<file path="src/tcr_defines.svh">
`ifndef TCR_DEFINES_SVH
`define TCR_DEFINES_SVH

// Geometry
`define TCR_NTMR 2
`define TCR_NCH 2
`define TCR_NEV 4

// Byte offsets: timer 1 at 8'h00, timer 2 at 8'h20, word index in [4:2]
`define TCR_TMR_SEL_BIT 5
`define TCR_REG_CTRL 3'h0
`define TCR_REG_VEC 3'h1
`define TCR_REG_CNT 3'h2
`define TCR_REG_CMP0 3'h3
`define TCR_OFF_ISTAT 8'h40
`define TCR_OFF_IMASK 8'h44

// Control fields
`define TCR_CTRL_RUN 0
`define TCR_CTRL_SRC 1
`define TCR_CTRL_CLR 2
`define TCR_CTRL_CAP 8

// Reset values
`define TCR_CTRL_RST 16'h0000
`define TCR_VEC_NONE 16'h0000

`endif

</file>
<file path="src/tcr_pkg.sv">
`default_nettype none
`include "tcr_defines.svh"

package tcr_pkg;

  typedef struct packed {
    logic [15:0] count;
    logic [`TCR_NCH-1:0] match;
    logic extPrev;
    logic auxPrev;
  } tcr_ctr_type;

  typedef struct packed {
    logic ack;
    logic [31:0] dat;
    logic [`TCR_NEV-1:0] intStat;
    logic [`TCR_NEV-1:0] intMask;
    logic irq;
    logic [`TCR_NTMR-1:0][15:0] ctrl;
    logic [`TCR_NTMR-1:0][15:0] vec;
    logic [`TCR_NTMR-1:0][`TCR_NCH-1:0][15:0] cmp;
    logic [`TCR_NTMR-1:0][`TCR_NCH-1:0] flag;
    logic [`TCR_NTMR-1:0] clrPend;
    logic [`TCR_NTMR-1:0][1:0] extSync;
    logic [1:0] auxSync;
  } tcr_top_type;

endpackage

`default_nettype wire

</file>
<file path="src/tcr_timer_if.sv">
`timescale 1ns/1ps
`default_nettype none
`include "tcr_defines.svh"

interface tcr_timer_if;
  logic run;
  logic src;
  logic clr;
  logic power_up_clear;
  logic extLvl;
  logic auxLvl;
  logic [`TCR_NCH-1:0] cap;
  logic [`TCR_NCH-1:0][15:0] cmp;
  logic [15:0] count;
  logic [`TCR_NCH-1:0] match;

  modport ctr(input run, src, clr, power_up_clear, extLvl, auxLvl, cap, cmp,
              output count, match);
  modport ctl(output run, src, clr, power_up_clear, extLvl, auxLvl, cap, cmp,
              input count, match);
endinterface

`default_nettype wire

</file>
<file path="src/tcr_top.sv">
// Decided for this implementation: the register offsets and the Wishbone slave port.
`timescale 1ns/1ps
`default_nettype none
`include "tcr_defines.svh"

// Overview of operation
// [RULE_01] A watchdog power-up clear resets both timers' control and vector registers, and a compare register change in the same cycle cannot alter them.
// [RULE_02] That protection holds whether or not the timer is counting.
// [RULE_03] A full 16-bit write of a timer control register clears its vector register.
// [RULE_04] Software initialises each control register with a full word write after reset, writing zero for an unused timer.
// [RULE_05] The counter can count from an external timer clock or the auxiliary clock, both far slower than the main clock.
// [RULE_06] In compare mode a channel raises its compare interrupt when the counter equals its compare register.
// [RULE_07] A compare register advanced by one before the next increment raises the interrupt at that increment.
// [RULE_08] Software may park a channel in capture mode while advancing its compare register and then return it to compare mode.
module tcr_top
  import tcr_pkg::*;
(
  // Clock and reset
  input wire logic mclk,
  input wire logic rst,
  // Wishbone slave
  input wire logic cyc_i,
  input wire logic stb_i,
  input wire logic we_i,
  input wire logic [7:0] adr_i,
  input wire logic [3:0] sel_i,
  input wire logic [31:0] dat_i,
  output logic [31:0] dat_o,
  output logic ack_o,
  // Timer clock pins
  input wire logic timer1ExtClock,
  input wire logic timer2ExternalClock,
  input wire logic auxClock,
  // Watchdog, same clock domain
  input wire logic watchdogPowerUpClear,
  // Interrupt
  output logic irq
);

  tcr_top_type s_r;
  tcr_top_type s_nxt;
  logic acc;
  logic [`TCR_NTMR-1:0][15:0] cntArr;
  logic [`TCR_NTMR-1:0][`TCR_NCH-1:0] matchArr;
  logic [`TCR_NTMR-1:0] extPin;

  tcr_timer_if tif[`TCR_NTMR] ();

  assign extPin = {timer2ExternalClock, timer1ExtClock};
  assign acc = cyc_i & stb_i & ~s_r.ack;

  for (genvar g = 0; g < `TCR_NTMR; g++) begin : gTmr
    assign tif[g].run = s_r.ctrl[g][`TCR_CTRL_RUN];
    assign tif[g].src = s_r.ctrl[g][`TCR_CTRL_SRC];
    assign tif[g].clr = s_r.clrPend[g];
    assign tif[g].power_up_clear = watchdogPowerUpClear;
    assign tif[g].extLvl = s_r.extSync[g][1];
    assign tif[g].auxLvl = s_r.auxSync[1];
    assign tif[g].cap = s_r.ctrl[g][`TCR_CTRL_CAP+:`TCR_NCH];
    assign tif[g].cmp = s_r.cmp[g];
    assign cntArr[g] = tif[g].count;
    assign matchArr[g] = tif[g].match;

    tcr_counter uCtr (
      .mclk(mclk),
      .rst(rst),
      .port(tif[g])
    );
  end

  function automatic logic [15:0] mergeBytes(input logic [15:0] old,
      input logic [15:0] wd, input logic [1:0] sel);
    logic [15:0] v;
    v = old;
    if (sel[0]) begin
      v[7:0] = wd[7:0];
    end
    if (sel[1]) begin
      v[15:8] = wd[15:8];
    end
    return v;
  endfunction

  // Lowest channel has the highest priority
  function automatic logic [15:0] vecOf(input logic [`TCR_NCH-1:0] f);
    logic [15:0] v;
    v = `TCR_VEC_NONE;
    for (int i = `TCR_NCH - 1; i >= 0; i--) begin
      if (f[i]) begin
        v = 16'(2 * (i + 1));
      end
    end
    return v;
  endfunction

  always_comb begin
    logic hit;
    logic [2:0] idx;
    logic [15:0] rd;
    hit = 1'b0;
    idx = adr_i[4:2];
    rd = 16'h0000;
    s_nxt = s_r;
    s_nxt.ack = acc;
    s_nxt.dat = 32'h0000_0000;
    s_nxt.clrPend = '0;
    for (int t = 0; t < `TCR_NTMR; t++) begin
      s_nxt.extSync[t] = {s_r.extSync[t][0], extPin[t]};
    end
    s_nxt.auxSync = {s_r.auxSync[0], auxClock};
    for (int t = 0; t < `TCR_NTMR; t++) begin
      hit = acc && adr_i[7:6] == 2'b00
        && adr_i[`TCR_TMR_SEL_BIT] == 1'(t);
      if (hit && we_i) begin
        if (idx == `TCR_REG_CTRL) begin
          s_nxt.ctrl[t] = mergeBytes(s_r.ctrl[t], dat_i[15:0], sel_i[1:0]);
          s_nxt.ctrl[t][`TCR_CTRL_CLR] = 1'b0;
          s_nxt.clrPend[t] = sel_i[0] & dat_i[`TCR_CTRL_CLR];
          if (sel_i[1:0] == 2'b11) begin
            s_nxt.flag[t] = '0; // RULE_03
          end
        end
        for (int ch = 0; ch < `TCR_NCH; ch++) begin
          if (idx == 3'(`TCR_REG_CMP0 + ch)) begin
            s_nxt.cmp[t][ch] = mergeBytes(s_r.cmp[t][ch], dat_i[15:0],
                                          sel_i[1:0]);
          end
        end
      end
      if (hit && !we_i) begin
        if (idx == `TCR_REG_CTRL) begin
          rd = s_r.ctrl[t];
        end else if (idx == `TCR_REG_VEC) begin
          rd = s_r.vec[t];
          // Reading the vector acknowledges the source it names
          for (int ch = 0; ch < `TCR_NCH; ch++) begin
            if (s_r.vec[t] == 16'(2 * (ch + 1))) begin
              s_nxt.flag[t][ch] = 1'b0;
            end
          end
        end else if (idx == `TCR_REG_CNT) begin
          rd = cntArr[t];
        end
        for (int ch = 0; ch < `TCR_NCH; ch++) begin
          if (idx == 3'(`TCR_REG_CMP0 + ch)) begin
            rd = s_r.cmp[t][ch];
          end
        end
        s_nxt.dat = {16'h0000, rd};
      end
      // Set after clear, so an event in the clearing cycle survives
      s_nxt.flag[t] = s_nxt.flag[t] | matchArr[t]; // RULE_06
      s_nxt.vec[t] = vecOf(s_nxt.flag[t]);
    end
    if (acc && !we_i && adr_i == `TCR_OFF_ISTAT) begin
      s_nxt.dat = {{(32 - `TCR_NEV){1'b0}}, s_r.intStat};
      s_nxt.intStat = '0;
    end
    if (acc && !we_i && adr_i == `TCR_OFF_IMASK) begin
      s_nxt.dat = {{(32 - `TCR_NEV){1'b0}}, s_r.intMask};
    end
    if (acc && we_i && adr_i == `TCR_OFF_IMASK && sel_i[0]) begin
      s_nxt.intMask = dat_i[`TCR_NEV-1:0];
    end
    s_nxt.intStat = s_nxt.intStat | matchArr;
    if (watchdogPowerUpClear) begin
      // Clear wins over any timer register write or compare change this cycle (a mask write still lands),
      // running or not; compare registers keep their old value
      for (int t = 0; t < `TCR_NTMR; t++) begin
        s_nxt.ctrl[t] = `TCR_CTRL_RST; // RULE_01 RULE_02 RULE_04
        s_nxt.vec[t] = `TCR_VEC_NONE; // RULE_01 RULE_02
        s_nxt.flag[t] = '0;
        s_nxt.cmp[t] = s_r.cmp[t]; // RULE_01
        s_nxt.clrPend[t] = 1'b0;
      end
    end
    s_nxt.irq = |(s_nxt.intStat & s_nxt.intMask);
  end

  always_ff @(posedge mclk) begin
    if (rst) begin
      s_r <= '0;
    end else begin
      s_r <= s_nxt;
    end
  end

  assign dat_o = s_r.dat;
  assign ack_o = s_r.ack;
  assign irq = s_r.irq;
endmodule

`default_nettype wire

</file>
<file path="src/tcr_counter.sv">
`timescale 1ns/1ps
`default_nettype none
`include "tcr_defines.svh"

module tcr_counter
  import tcr_pkg::*;
(
  // Clock and reset
  input wire logic mclk,
  input wire logic rst,
  // Control side
  tcr_timer_if.ctr port
);

  tcr_ctr_type s_r;
  tcr_ctr_type s_nxt;
  logic srcEdge;
  logic tick;

  always_comb begin
    s_nxt = s_r;
    s_nxt.match = '0;
    s_nxt.extPrev = port.extLvl;
    s_nxt.auxPrev = port.auxLvl;
    // Slow timer clock seen as a rising edge of the synced level
    srcEdge = port.src ? (port.auxLvl & ~s_r.auxPrev)
                       : (port.extLvl & ~s_r.extPrev); // RULE_05
    tick = port.run & srcEdge;
    if (port.clr) begin
      s_nxt.count = 16'h0000;
    end else if (tick) begin
      s_nxt.count = s_r.count + 16'h0001; // RULE_05
      for (int ch = 0; ch < `TCR_NCH; ch++) begin
        // Compared at the increment against the live compare value, so
        // an advance made between increments is never missed
        if (!port.cap[ch] && s_nxt.count == port.cmp[ch]) begin // RULE_08
          s_nxt.match[ch] = 1'b1; // RULE_06 RULE_07
        end
      end
    end
    if (port.power_up_clear) begin
      s_nxt.count = 16'h0000;
      s_nxt.match = '0;
    end
  end

  always_ff @(posedge mclk) begin
    if (rst) begin
      s_r <= '0;
    end else begin
      s_r <= s_nxt;
    end
  end

  assign port.count = s_r.count;
  assign port.match = s_r.match;
endmodule

`default_nettype wire

</file>
<file path="config.mk">
export PLATFORM = sky130hd
export DESIGN_NAME = tcr_top
export DESIGN_NICKNAME = d
export VERILOG_FILES = /design/src/tcr_pkg.sv /design/src/tcr_timer_if.sv /design/src/tcr_top.sv /design/src/tcr_counter.sv
export VERILOG_INCLUDE_DIRS = /design/src
export SDC_FILE = /design/constraint.sdc
export NUM_CORES = 1
export LEC_CHECK = 0
export BUFFER_PORTS_ARGS = -buffer_cell sky130_fd_sc_hd__buf_2
export CORE_MARGIN = 2
export CORE_UTILIZATION = 43
export CTS_BUF_LIST = sky130_fd_sc_hd__clkbuf_4 sky130_fd_sc_hd__clkbuf_8 sky130_fd_sc_hd__clkbuf_16
export DETAILED_ROUTE_END_ITERATION = 8
export PLACE_DENSITY = 0.71
export SYNTH_ARGS = -nofsm -noshare
export SYNTH_HDL_FRONTEND = slang
export SYNTH_SLANG_ARGS = --single-unit
</file>
<file path="constraint.sdc">
create_clock -name mclk -period 6.4 [get_ports mclk]
set_input_delay 0.32 -clock mclk [delete_from_list [all_inputs] [get_ports mclk]]
set_output_delay 0.32 -clock mclk [all_outputs]
set_load 0.01 [all_outputs]
</file>
==> summary.md, run 1 <==
| Metric | Value |
|---|---|
| GRT Total Usage | 22.1% |
| Count of final max-slew check failures | 0 |
| IO buf count | 52 |
| Final Instance Count excl. Fillers | 1,404 |
| Syn avg cell area | about 8.5 sq um |
| Core Area | 21,900 sq um |
| CP arrival | 3180 ps |
| Netlist Area Pre-Place | 9600 sq um |
| DRC violations left | 0 |
| Clock skew | between 7 and 8 ps |
| DR iter-0 viols | 688 |
| Setup TNS | 0 ps |
| Wire length per cell | 18.7 microns |
| Post-route ant nets | 0 |
| # Post-CTS Setup Buffers | 0 |
| Aggregate global routing overflow | 0 |
| Deepest clock path buffer count | 2 |
| Die area | 23,500 sq um |
| Area growth syn-to-layout | 8.04% |
| Antenna diodes | 0 |
| Rows | 54 |
| Final hold violation count | 0 |
| Slew of the pin with the lowest slew margin | 1040 ps |
| PostCTS Resize Cnt | 0 |
| Tmin final | between 2000 and 3000 ps |
| HPWL reported at the end of detailed placement | 18,500 microns |
| Crit Path Class | flop to flop |
| Type of element launching the critical path | flop |
| Status | finished, final reports clean |
| RSZ-0062 raised after global routing | false |
| Vias in the first global route | 7,626 |
| IO Pins | between 80 and 90 |
| Async SR Flop Fraction | 0% |
| Part of the power in registers | a little under half |
| Routability congestion estimate | 0.952 |
| Number of synthesized flops with an enable pin | 0 |
| H-Tree Depth | 4 |
| Filler cell count | 2,071 |
| TritonCTS clock tree | done |
| Nets@finish | 1,166 |
| Largest fanout on the critical path | 7 |
| Synth Instances | 1,131 |
| Switching part of the total | 22.6% |
| Initial antenna violation count | 0 |
| Num CTS Buffers | 17 |
| Max cap viols | 0 |
| Drt pass-1 iters | 7 |
| Global-route wire length before repair | 41,600 microns |
| Register area share after synthesis | 36.1% |
| Endpoint class of the critical path | flop |
| Largest net degree at the start of global routing | 51 |
| Logic pwr share | 4.4% |
| Placed Instances | 1,372 |
| NetSw | between 0.5 and 0.6 mW |
| Clock power frac | 49.6% |
| Clock root cell | clkbuf_16 |
| WP data required | around 6700 ps |
| Worst min path class | input pin to flop |
| Internal power contribution | 1.82 mW |
| Leak | 3.66 nW |
| Worst-path clk slew | 70 ps |
| Post-cts hold buffer count | 0 |
| Initial core utilization | 43.9% |
| Most frequently used flop master after synthesis | dfxtp_1 |
| Vias | between 8,000 and 9,000 |
| Final cycle utilization of the critical path | between 40% and 50% |
| Share of cells above drive strength 1 | 10.6% |
| Final setup vio count | 0 |
| Vias per std cell | 5.76 |
| Clk sinks | 173 |
| Die Ht | 153 microns |
| Peak supply drop | 0.000171 V |
| Drt total wl | 26,200 microns |
| Worst-Skew Late Latency | 440 ps |
| Worst slew margin | 30.2% |
| Yosys reg bits | 173 |
| Die X | 153 microns |
| YS warnings | 0 |
| Yosys cell types | 73 |
| Power density over the cells | 226 nW/um^2 |
| Maximum clock frequency | 0.344 GHz |
cells by family after synthesis:
logic type	after synthesis	synth area share (%)
muxes	125	13.0
buffers and inverters	121	6.50
adders and majority gates	2	0.261
DFF	173	36.1
AOI/OAI and AO/OA	204	13.1
and+or+nand+nor	396	21.0
other	1	0.0391
xor gates and xnor gates	109	9.94
metrics by stage:
step / cell area (sq um) / setup slack, ps / util, % / hold slack, ps / power, mW
after floorplan: 9660 / 4210 / - / 414 / 1.17
after global placement: 9710 / 3360 / 44.4 / 419 / 1.20
after detailed placement: 9710 / 3340 / 44.4 / 427 / 1.20
after CTS: 10400 / 3550 / 47.4 / 83.9 / 2.36
after global routing: 10400 / 3310 / 47.4 / 118 / 2.41
final: 10400 / 3490 / 47.4 / 92.9 / 2.35
area by class of cell:
cell class	instances	area, sq um	share of cell area, %
sequential	173	3460	33.4
tap	280	350	3.38
inverter	11	41.3	0.398
timing repair buffer	56	290	2.80
clock buffer	19	447	4.31
multi-input combinational	852	5570	53.7
clock inverter	13	211	2.04
synthesized netlist by cell type, types with 3 or more instances:
master     count  area share (%)
a211oi_1       6            0.47
a2111oi_0      3            0.27
o22ai_1       25             1.6
and2_1        15            0.98
nand3_1       14            0.73
a22oi_1        5            0.39
mux2i_1      124              13
or2_2          5            0.33
o21a_1         4            0.31
o21ai_0       66             3.4
nor2_1       166             6.5
xnor2_1       62             5.7
and4_1         4            0.36
clkbuf_1      43             1.7
xor2_1        47             4.3
nor3b_1        6            0.47
dfxtp_1      173              36
a31oi_1        6            0.39
a21oi_1       49             2.6
buf_2         24             1.3
and3_1         5            0.33
inv_1         11            0.43
nor3_1        17            0.89
a2bb2oi_1     15             1.4
a311oi_1       3            0.27
buf_1          5            0.20
nand4_1       13            0.85
nand2b_1      12            0.78
nand3b_1       4            0.31
or3_1         10            0.65
nor4_1        16             1.0
nor2b_1       15            0.98
buf_4         37             2.9
nor2_2         5            0.33
nand2_1       63             2.5
o311a_1        3            0.31
flip-flops by register name (all words and copies together) (netlist names):
register,flops
dat_o,16
irq,1
s_nxt,3
gTmr.uCtr.port.count,32
ack_o,1
gTmr.uCtr.port.match,4
gTmr.uCtr.s_r,3
s_r,113
cell usage in the layout (no fill, tap or decap), types with 13 or more instances in the layout:
master	synthesis	layout
nand4_1	13	13
a21oi_1	49	49
conb_1	1	16
clkbuf_16	0	17
nand3_1	14	14
mux2i_1	124	124
xnor2_1	62	62
dfxtp_1	173	173
nor2b_1	15	15
nor4_1	16	16
a2bb2oi_1	15	15
nand2_1	63	63
xor2_1	47	47
nor2_1	166	166
and2_1	15	15
o21ai_0	66	66
nor3_1	17	17
buf_2	24	52
o22ai_1	25	25
path summary, 6_finish.rpt:
| path | start | end | slack (ps) | cells after the start |
|---|---|---|---|---|
| setup / recovery | gTmr[0].uCtr.port.count[0]$_SDFFE_PP0P_ | gTmr[0].uCtr.port.match[0]$_SDFF_PP0_ | 3490 | 6 |
| hold / removal | timer1ExtClock | s_nxt[3]$_SDFF_PP0_ | 90 | 2 |
| hold reg to reg | ack_o$_SDFF_PP0_ | ack_o$_SDFF_PP0_ | 440 | 1 |
| setup reg to reg | gTmr[0].uCtr.port.count[0]$_SDFFE_PP0P_ | gTmr[0].uCtr.port.match[0]$_SDFF_PP0_ | 3490 | 6 |
worst max-delay path: stages, from the launching register on:
cell	delay, ps
dfxtp_1	550
ha_1	390
nand2_1	190
nor3_1	740
o311a_1	230
nand4_1	90
nor4_1	550
metal layers:
metal	vias to the layer above	routed length (microns)	track usage (%)
li1	3862	-	-
met1	3810	11700	30.3
met2	372	11800	34.5
met3	40	2180	4.56
met4	0	548	8.08
met5	-	0	0
power by group through the flow:
stage	registers, mW	clock network, mW	logic (mW)
after global routing	1.08	1.23	0.109
final	1.08	1.17	0.103
after global placement	1.10	0	0.0995
after detailed placement	1.10	0	0.100
after floorplan	1.10	0	0.0653
after CTS	1.08	1.18	0.100
No activity file was read; power rests on OpenSTA's default activity.
==> run 2, diff against run 1 <==
Clock period 6.4 ns to 3 ns, I/O delays scaled along.
==> summary.md, run 2 (same netlist as run 1, synthesis figures left out) <==
| Metric | Value |
|---|---|
| IO buf count | 52 (unchanged) |
| Final cycle utilization of the critical path | 85.6% (was 45.5%) |
| Reg2reg end | gTmr[1].uCtr.port.match[1]$_SDFF_PP0_ (was gTmr[0].uCtr.port.match[0]$_SDFF_PP0_) |
| Wire length per cell | 18.4 microns (was 18.7 microns) |
| Die Ht | 153 microns (unchanged) |
| RR Startpoint | gTmr[1].uCtr.port.count[1]$_SDFFE_PP0P_ (was gTmr[0].uCtr.port.count[0]$_SDFFE_PP0P_) |
| Vias per std cell | 5.74 (was 5.76) |
| Peak supply drop | 0.000367 V (was 0.000171 V) |
| Place WS | 474 ps (was 3340 ps) |
| IO Pins | 87 (unchanged) |
| Rows | 54 (unchanged) |
| Hold path startpoint | dat_i[6] (was timer1ExtClock) |
| Slowest CP cell | or4_1 (was nor3_1) |
| Critical Path Start | gTmr[1].uCtr.port.count[1]$_SDFFE_PP0P_ (was gTmr[0].uCtr.port.count[0]$_SDFFE_PP0P_) |
| Clock skew | 6.46 ps (was 7.55 ps) |
| Aggregate global routing overflow | 0 (unchanged) |
| Post-route ant nets | 0 (unchanged) |
| Deepest clock path buffer count | 2 (unchanged) |
| Routability congestion estimate | 0.955 (was 0.952) |
| Max cap viols | 0 (unchanged) |
| R2R depth | 7 (was 6) |
| Largest net degree at the start of global routing | 42 (was 51) |
| Type of element launching the critical path | flop (unchanged) |
| Core Area | 21,900 sq um (unchanged) |
| CP peak stage delay | 500 ps (was 740 ps) |
| Maximum clock frequency | 0.390 GHz (was 0.344 GHz) |
| Top reg by flops | s_r (unchanged) |
| Endpoint class of the critical path | flop (unchanged) |
| Clock root cell | clkbuf_16 (unchanged) |
| Initial antenna violation count | 0 (unchanged) |
| Clk sinks | 173 (unchanged) |
| TritonCTS clock tree | done (unchanged) |
| Most frequent cells in the layout | 173 x dfxtp_1, 166 x nor2_1, 124 x mux2i_1, 66 x o21ai_0, 63 x nand2_1 (unchanged) |
| Leak | 3.78 nW (was 3.66 nW) |
| Area growth syn-to-layout | 10.0% (was 8.04%) |
| Commonest non-fill, non-tap cell in the layout | dfxtp_1 (unchanged) |
| Worst min path class | input pin to flop (unchanged) |
| GR Layer Usage met2 | 35.7% (was 34.5%) |
| Global-route wire length before repair | 42,000 microns (was 41,600 microns) |
| Power density over the cells | 470 nW/um^2 (was 226 nW/um^2) |
| Crit Path Class | flop to flop (unchanged) |
| Num CTS Buffers | 17 (unchanged) |
| Count of final max-slew check failures | 0 (unchanged) |
| PostCTS Resize Cnt | 0 (unchanged) |
| Drt pass-1 iters | 6 (was 7) |
| Filler cell count | 2,112 (was 2,071) |
| Largest fanout on the critical path | 7 (unchanged) |
| GR peak layer | met2 (unchanged) |
| Final hold violation count | 0 (unchanged) |
| DRC violations left | 0 (unchanged) |
| Hold path endpoint | s_r[66]$_SDFFE_PP0P_ (was s_nxt[3]$_SDFF_PP0_) |
| Tmin final | 2570 ps (was 2910 ps) |
| Cells along the critical path | ha_1 -> and4_1 -> nand4_1 -> xnor2_1 -> or4_1 -> nor4_1 -> o2111a_1 (was ha_1 -> nand2_1 -> nor3_1 -> o311a_1 -> nand4_1 -> nor4_1) |
| Initial core utilization | 43.9% (unchanged) |
| Min setup slack post-route | 433 ps (was 3490 ps) |
| H-Tree Depth | 4 (unchanged) |
| Grt met3 use | 3.60% (was 4.56%) |
| RSZ-0062 raised after global routing | false (unchanged) |
| Vias | 8,211 (was 8,084) |
| Worst path bufs/invs | 0 (unchanged) |
| WP data required | 3380 ps (was 6670 ps) |
| Final setup vio count | 0 (unchanged) |
| Drt total wl | 26,400 microns (was 26,200 microns) |
| Max reg flops | 113 (unchanged) |
| Cell family with most CP delay | simple AND/OR/NAND/NOR gates (unchanged) |
| Final core occ | 48.3% (was 47.4%) |
| Share of cells above drive strength 1 | 12.1% (was 10.6%) |
| DR iter-0 viols | 870 (was 688) |
| CP arrival | 2950 ps (was 3180 ps) |
| Worst slew margin | 46.5% (was 30.2%) |
| Worst-Skew Late Latency | 430 ps (was 440 ps) |
| Worst-path clk slew | 70 ps (about the same) |
| GR Layer Usage met1 | 31.1% (was 30.3%) |
| Status | finished, final reports clean (unchanged) |
| Setup TNS | 0 ps (unchanged) |
| Slew of the pin with the lowest slew margin | 802 ps (was 1040 ps) |
| GRT Total Usage | 22.3% (was 22.1%) |
| Vias in the first global route | 7,763 (was 7,626) |
| Die X | 153 microns (unchanged) |
| Nets@finish | 1,192 (was 1,166) |
| Die area | 23,500 sq um (unchanged) |
| Hold Path Cell Cnt | 3 (was 2) |
| HPWL reported at the end of detailed placement | 19,100 microns (was 18,500 microns) |
| Reg2Reg Setup Slack | 430 ps (was 3490 ps) |
-- run 2: final cells by class --
cell class              instances  area [sq um]  share of cell area [%]
inverters                      11          41.3                   0.391
flip-flops and latches        173          3460                    32.8
diodes                          1          2.50                  0.0237
repair buffers                 82           498                    4.71
clock buffers                  19           447                    4.23
well taps                     280           350                    3.32
multi-input cells             852          5570                    52.7
clock inverters                12           194                    1.84
-- run 2: per-layer routing --
metal | routed length, microns | share of wire (%)
met1 | 12400 | 47
met2 | 12000 | 45
met3 | 1570 | 6.0
met4 | 458 | 1.7
met5 | 0 | 0
-- run 2: how the worst max path moves through the flow --
stage / endpoint / cells after the start
finish: gTmr[1].uCtr.port.match[1]$_SDFF_PP0_ / 7
global route: gTmr[0].uCtr.port.match[0]$_SDFF_PP0_ / 7
CTS: gTmr[1].uCtr.port.match[1]$_SDFF_PP0_ / 7
detailed placement: gTmr[1].uCtr.port.match[1]$_SDFF_PP0_ / 7
global placement: gTmr[1].uCtr.port.match[1]$_SDFF_PP0_ / 7
floorplan: gTmr[1].uCtr.port.match[1]$_SDFF_PP0_ / 8
-- run 2: through the flow --
stage / hold WS, ps / instance area (sq um) / cells / total power [mW]
6_report: 37.7 / 10600 / 1430 / 4.97
5_1_grt: 38.3 / 10600 / 1429 / 5.10
4_1_cts: 24.4 / 10600 / 1429 / 4.99
3_5_place_dp: 373 / 9870 / 1393 / 2.58
3_3_place_gp: 364 / 9870 / 1393 / 2.58
2_1_floorplan: 268 / 9660 / 1146 / 2.50
-- run 2: power breakdown --
group          leakage, nW  internal, mW  total [mW]  switching, mW
sequential            1.39          2.30        2.30        0.00232
clock                0.312          1.50        2.43          0.931
combinational         2.07        0.0675       0.232          0.165
-- run 2: tightest hold or removal path: stages --
cell and delay [ps]:
buf_2 150, nand2_1 70, a21oi_1 50
-- run 2: repair_timing --
action	CTS	global route
hold buffers	5	0
endpoints found under the hold margin	4	0
setup buffers	0	0
==> run 3, diff against run 2 <==
Settings changed: CORE_UTILIZATION 43 to 50, CTS_BUF_LIST sky130_fd_sc_hd__clkbuf_4 sky130_fd_sc_hd__clkbuf_8 sky130_fd_sc_hd__clkbuf_16 to sky130_fd_sc_hd__clkbuf_8 sky130_fd_sc_hd__clkbuf_16, PLACE_DENSITY 0.71 to 0.79.
==> summary.md, run 3 (same netlist as run 1, synthesis figures left out) <==
| Metric | Value |
|---|---|
| Status | finished, final reports clean (unchanged) |
| Core Area | 18,800 sq um (was 21,900 sq um) |
| IO Pins | 87 (unchanged) |
| Sequential Area | 3460 sq um (unchanged) |
| CP most frequent cell | nor4_1 |
| Largest net degree at the start of global routing | 59 (was 42) |
| Multi-input gate area in the final layout | 5570 sq um (unchanged) |
| Worst-path clk slew | 70 ps (about the same) |
| Type of element launching the critical path | flop (unchanged) |
| Max cap viols | 0 (unchanged) |
| # Post-CTS Setup Buffers | 0 (unchanged) |
| Min setup slack post-route | 460 ps (was 433 ps) |
| Final setup vio count | 0 (unchanged) |
| Vias per std cell | 6.00 (was 5.74) |
| Final cycle utilization of the critical path | 84.7% (was 85.6%) |
| Final hold violation count | 0 (unchanged) |
| Endpoint class of the critical path | flop (unchanged) |
| RSZ-0062 raised after global routing | false (unchanged) |
| Top reg by flops | s_r (unchanged) |
| Switching part of the total | 23.0% (was 22.1%) |
| Leak | 3.77 nW (was 3.78 nW) |
| HPWL reported at the end of detailed placement | 18,700 microns (was 19,100 microns) |
| Rows | 50 (was 54) |
| Cells along the critical path | and4_1 -> nand3_1 -> nor4_1 -> xnor2_1 -> nor4_1 -> buf_4 -> and4bb_2 (was ha_1 -> and4_1 -> nand4_1 -> xnor2_1 -> or4_1 -> nor4_1 -> o2111a_1) |
| Final core occ | 55.8% (was 48.3%) |
| Logic pwr share | 4.8% (was 4.7%) |
| Drt total wl | 26,000 microns (was 26,400 microns) |
| Die X | 143 microns (was 153 microns) |
| Nets@finish | 1,194 (was 1,192) |
| Clk sinks | 173 (unchanged) |
| Max reg flops | 113 (unchanged) |
| DR iter-0 viols | 668 (was 870) |
| Initial antenna violation count | 0 (unchanged) |
| Most frequent cells in the layout | 173 x dfxtp_1, 166 x nor2_1, 124 x mux2i_1, 66 x o21ai_0, 63 x nand2_1 (unchanged) |
| Area growth syn-to-layout | 9.17% (was 10.0%) |
| Clock root cell | clkbuf_16 (unchanged) |
| Die Ht | 143 microns (was 153 microns) |
| Place WS | 499 ps (was 474 ps) |
| Share of cells above drive strength 1 | 12.2% (was 12.1%) |
| Slew of the pin with the lowest slew margin | 827 ps (was 802 ps) |
| Power density over the cells | 460 nW/um^2 (was 470 nW/um^2) |
| Peak supply drop | 0.000432 V (was 0.000367 V) |
| Count of final max-slew check failures | 0 (unchanged) |
| Worst min path class | input pin to flop (unchanged) |
| Num CTS Buffers | 17 (unchanged) |
| Hold Path Cell Cnt | 3 (unchanged) |
| Initial core utilization | 51.2% (was 43.9%) |
| Crit Path Class | flop to flop (unchanged) |
| CP arrival | 2930 ps (was 2950 ps) |
| Antenna diodes | 0 (was 1) |
| Aggregate global routing overflow | 0 (unchanged) |
| Tmin final | 2540 ps (was 2570 ps) |
| Routability congestion estimate | 0.932 (was 0.955) |
| Wire length per cell | 18.8 microns (was 18.4 microns) |
| CP peak stage delay | 570 ps (was 500 ps) |
| Filler cell count | 1,677 (was 2,112) |
| NetSw | 1.11 mW (was 1.10 mW) |
| IO buf count | 52 (unchanged) |
| Clock skew | 14.5 ps (was 6.46 ps) |
| Largest fanout on the critical path | 9 (was 7) |
| Maximum clock frequency | 0.394 GHz (was 0.390 GHz) |
| Hold slack | 28.7 ps (was 37.7 ps) |
| Deepest clock path buffer count | 2 (unchanged) |
| H-Tree Depth | 4 (unchanged) |
| R2R depth | 7 (unchanged) |
| Vias | 8,316 (was 8,211) |
| Commonest non-fill, non-tap cell in the layout | dfxtp_1 (unchanged) |
| Part of the power in registers | 47.8% (was 46.4%) |
| Die area | 20,300 sq um (was 23,500 sq um) |
| Setup TNS | 0 ps (unchanged) |
| TritonCTS clock tree | done (unchanged) |
| Vias in the first global route | 7,752 (was 7,763) |
| GRT Total Usage | 26.0% (was 22.3%) |
| Drt pass-1 iters | 5 (was 6) |
| Slowest CP cell | dfxtp_1 (was or4_1) |
| DRC violations left | 0 (unchanged) |
| PostCTS Resize Cnt | 0 (unchanged) |
| Global-route wire length before repair | 41,400 microns (was 42,000 microns) |
| Worst slew margin | 44.9% (was 46.5%) |
| Internal power contribution | 3.71 mW (was 3.87 mW) |
| Worst-Skew Late Latency | 440 ps (was 430 ps) |
| Post-cts hold buffer count | 5 (unchanged) |
| WP data required | 3390 ps (was 3380 ps) |
| Clock power frac | 47.3% (was 48.9%) |
| Post-route ant nets | 0 (unchanged) |
run 3: cell types whose count changed in the layout (fill, tap and decap cells not counted), sizes merged:
cell	delta
buf	+2
inv	+2
diode	-1
bufinv	-2
clkinvlp	+1
run 3: worst max-delay path, delay by kind of cell (launching register included):
kind	cells	cell delay, ps
and+or+nand+nor	5	1570
DFF	1	570
buffers and inverters	1	200
xor gates and xnor gates	1	150
run 3: per-stage QoR:
step	power [mW]	instance area, sq um	instances
after detailed placement	2.58	9830	1349
final	4.82	10500	1386
after global placement	2.57	9830	1349
after floorplan	2.50	9660	1146
after global routing	4.95	10500	1386
after CTS	4.82	10500	1386
run 3: cell type report:
| class | instances | share of cell area [%] |
|---|---|---|
| timing repair buffer | 84 | 4.89 |
| inverter | 11 | 0.394 |
| clock buffer | 19 | 4.32 |
| tap | 234 | 2.79 |
| clock inverter | 13 | 1.42 |
| sequential | 173 | 33.0 |
| multi-input combinational | 852 | 53.1 |
run 3: power by group through the flow:
| stage | Clock, mW | Sequential, mW | Combinational (mW) |
|---|---|---|---|
| finish | 2.28 | 2.30 | 0.232 |
| floorplan | 0 | 2.36 | 0.139 |
| CTS | 2.29 | 2.30 | 0.225 |
| detailed placement | 0 | 2.36 | 0.220 |
| global placement | 0 | 2.36 | 0.218 |
| global route | 2.40 | 2.30 | 0.243 |
run 3: routing by layer:
layer  global-route usage (%)  vias up  share of wire [%]
li1                         -     3911                  -
met1                     35.7     3972                 44
met2                     41.5      391                 46
met3                     4.91       42                8.1
met4                     7.71        0                1.8
met5                        0        -                  0
run 3: path summary, 6_finish.rpt:
check,startpoint,to,slack (ps)
worst min register to register,ack_o$_SDFF_PP0_,ack_o$_SDFF_PP0_,440
worst max register to register,gTmr[1].uCtr.port.count[12]$_SDFFE_PP0P_,gTmr[1].uCtr.port.match[0]$_SDFF_PP0_,460
worst max-delay path,gTmr[1].uCtr.port.count[12]$_SDFFE_PP0P_,gTmr[1].uCtr.port.match[0]$_SDFF_PP0_,460
worst min-delay path,dat_i[6],s_r[66]$_SDFFE_PP0P_,30
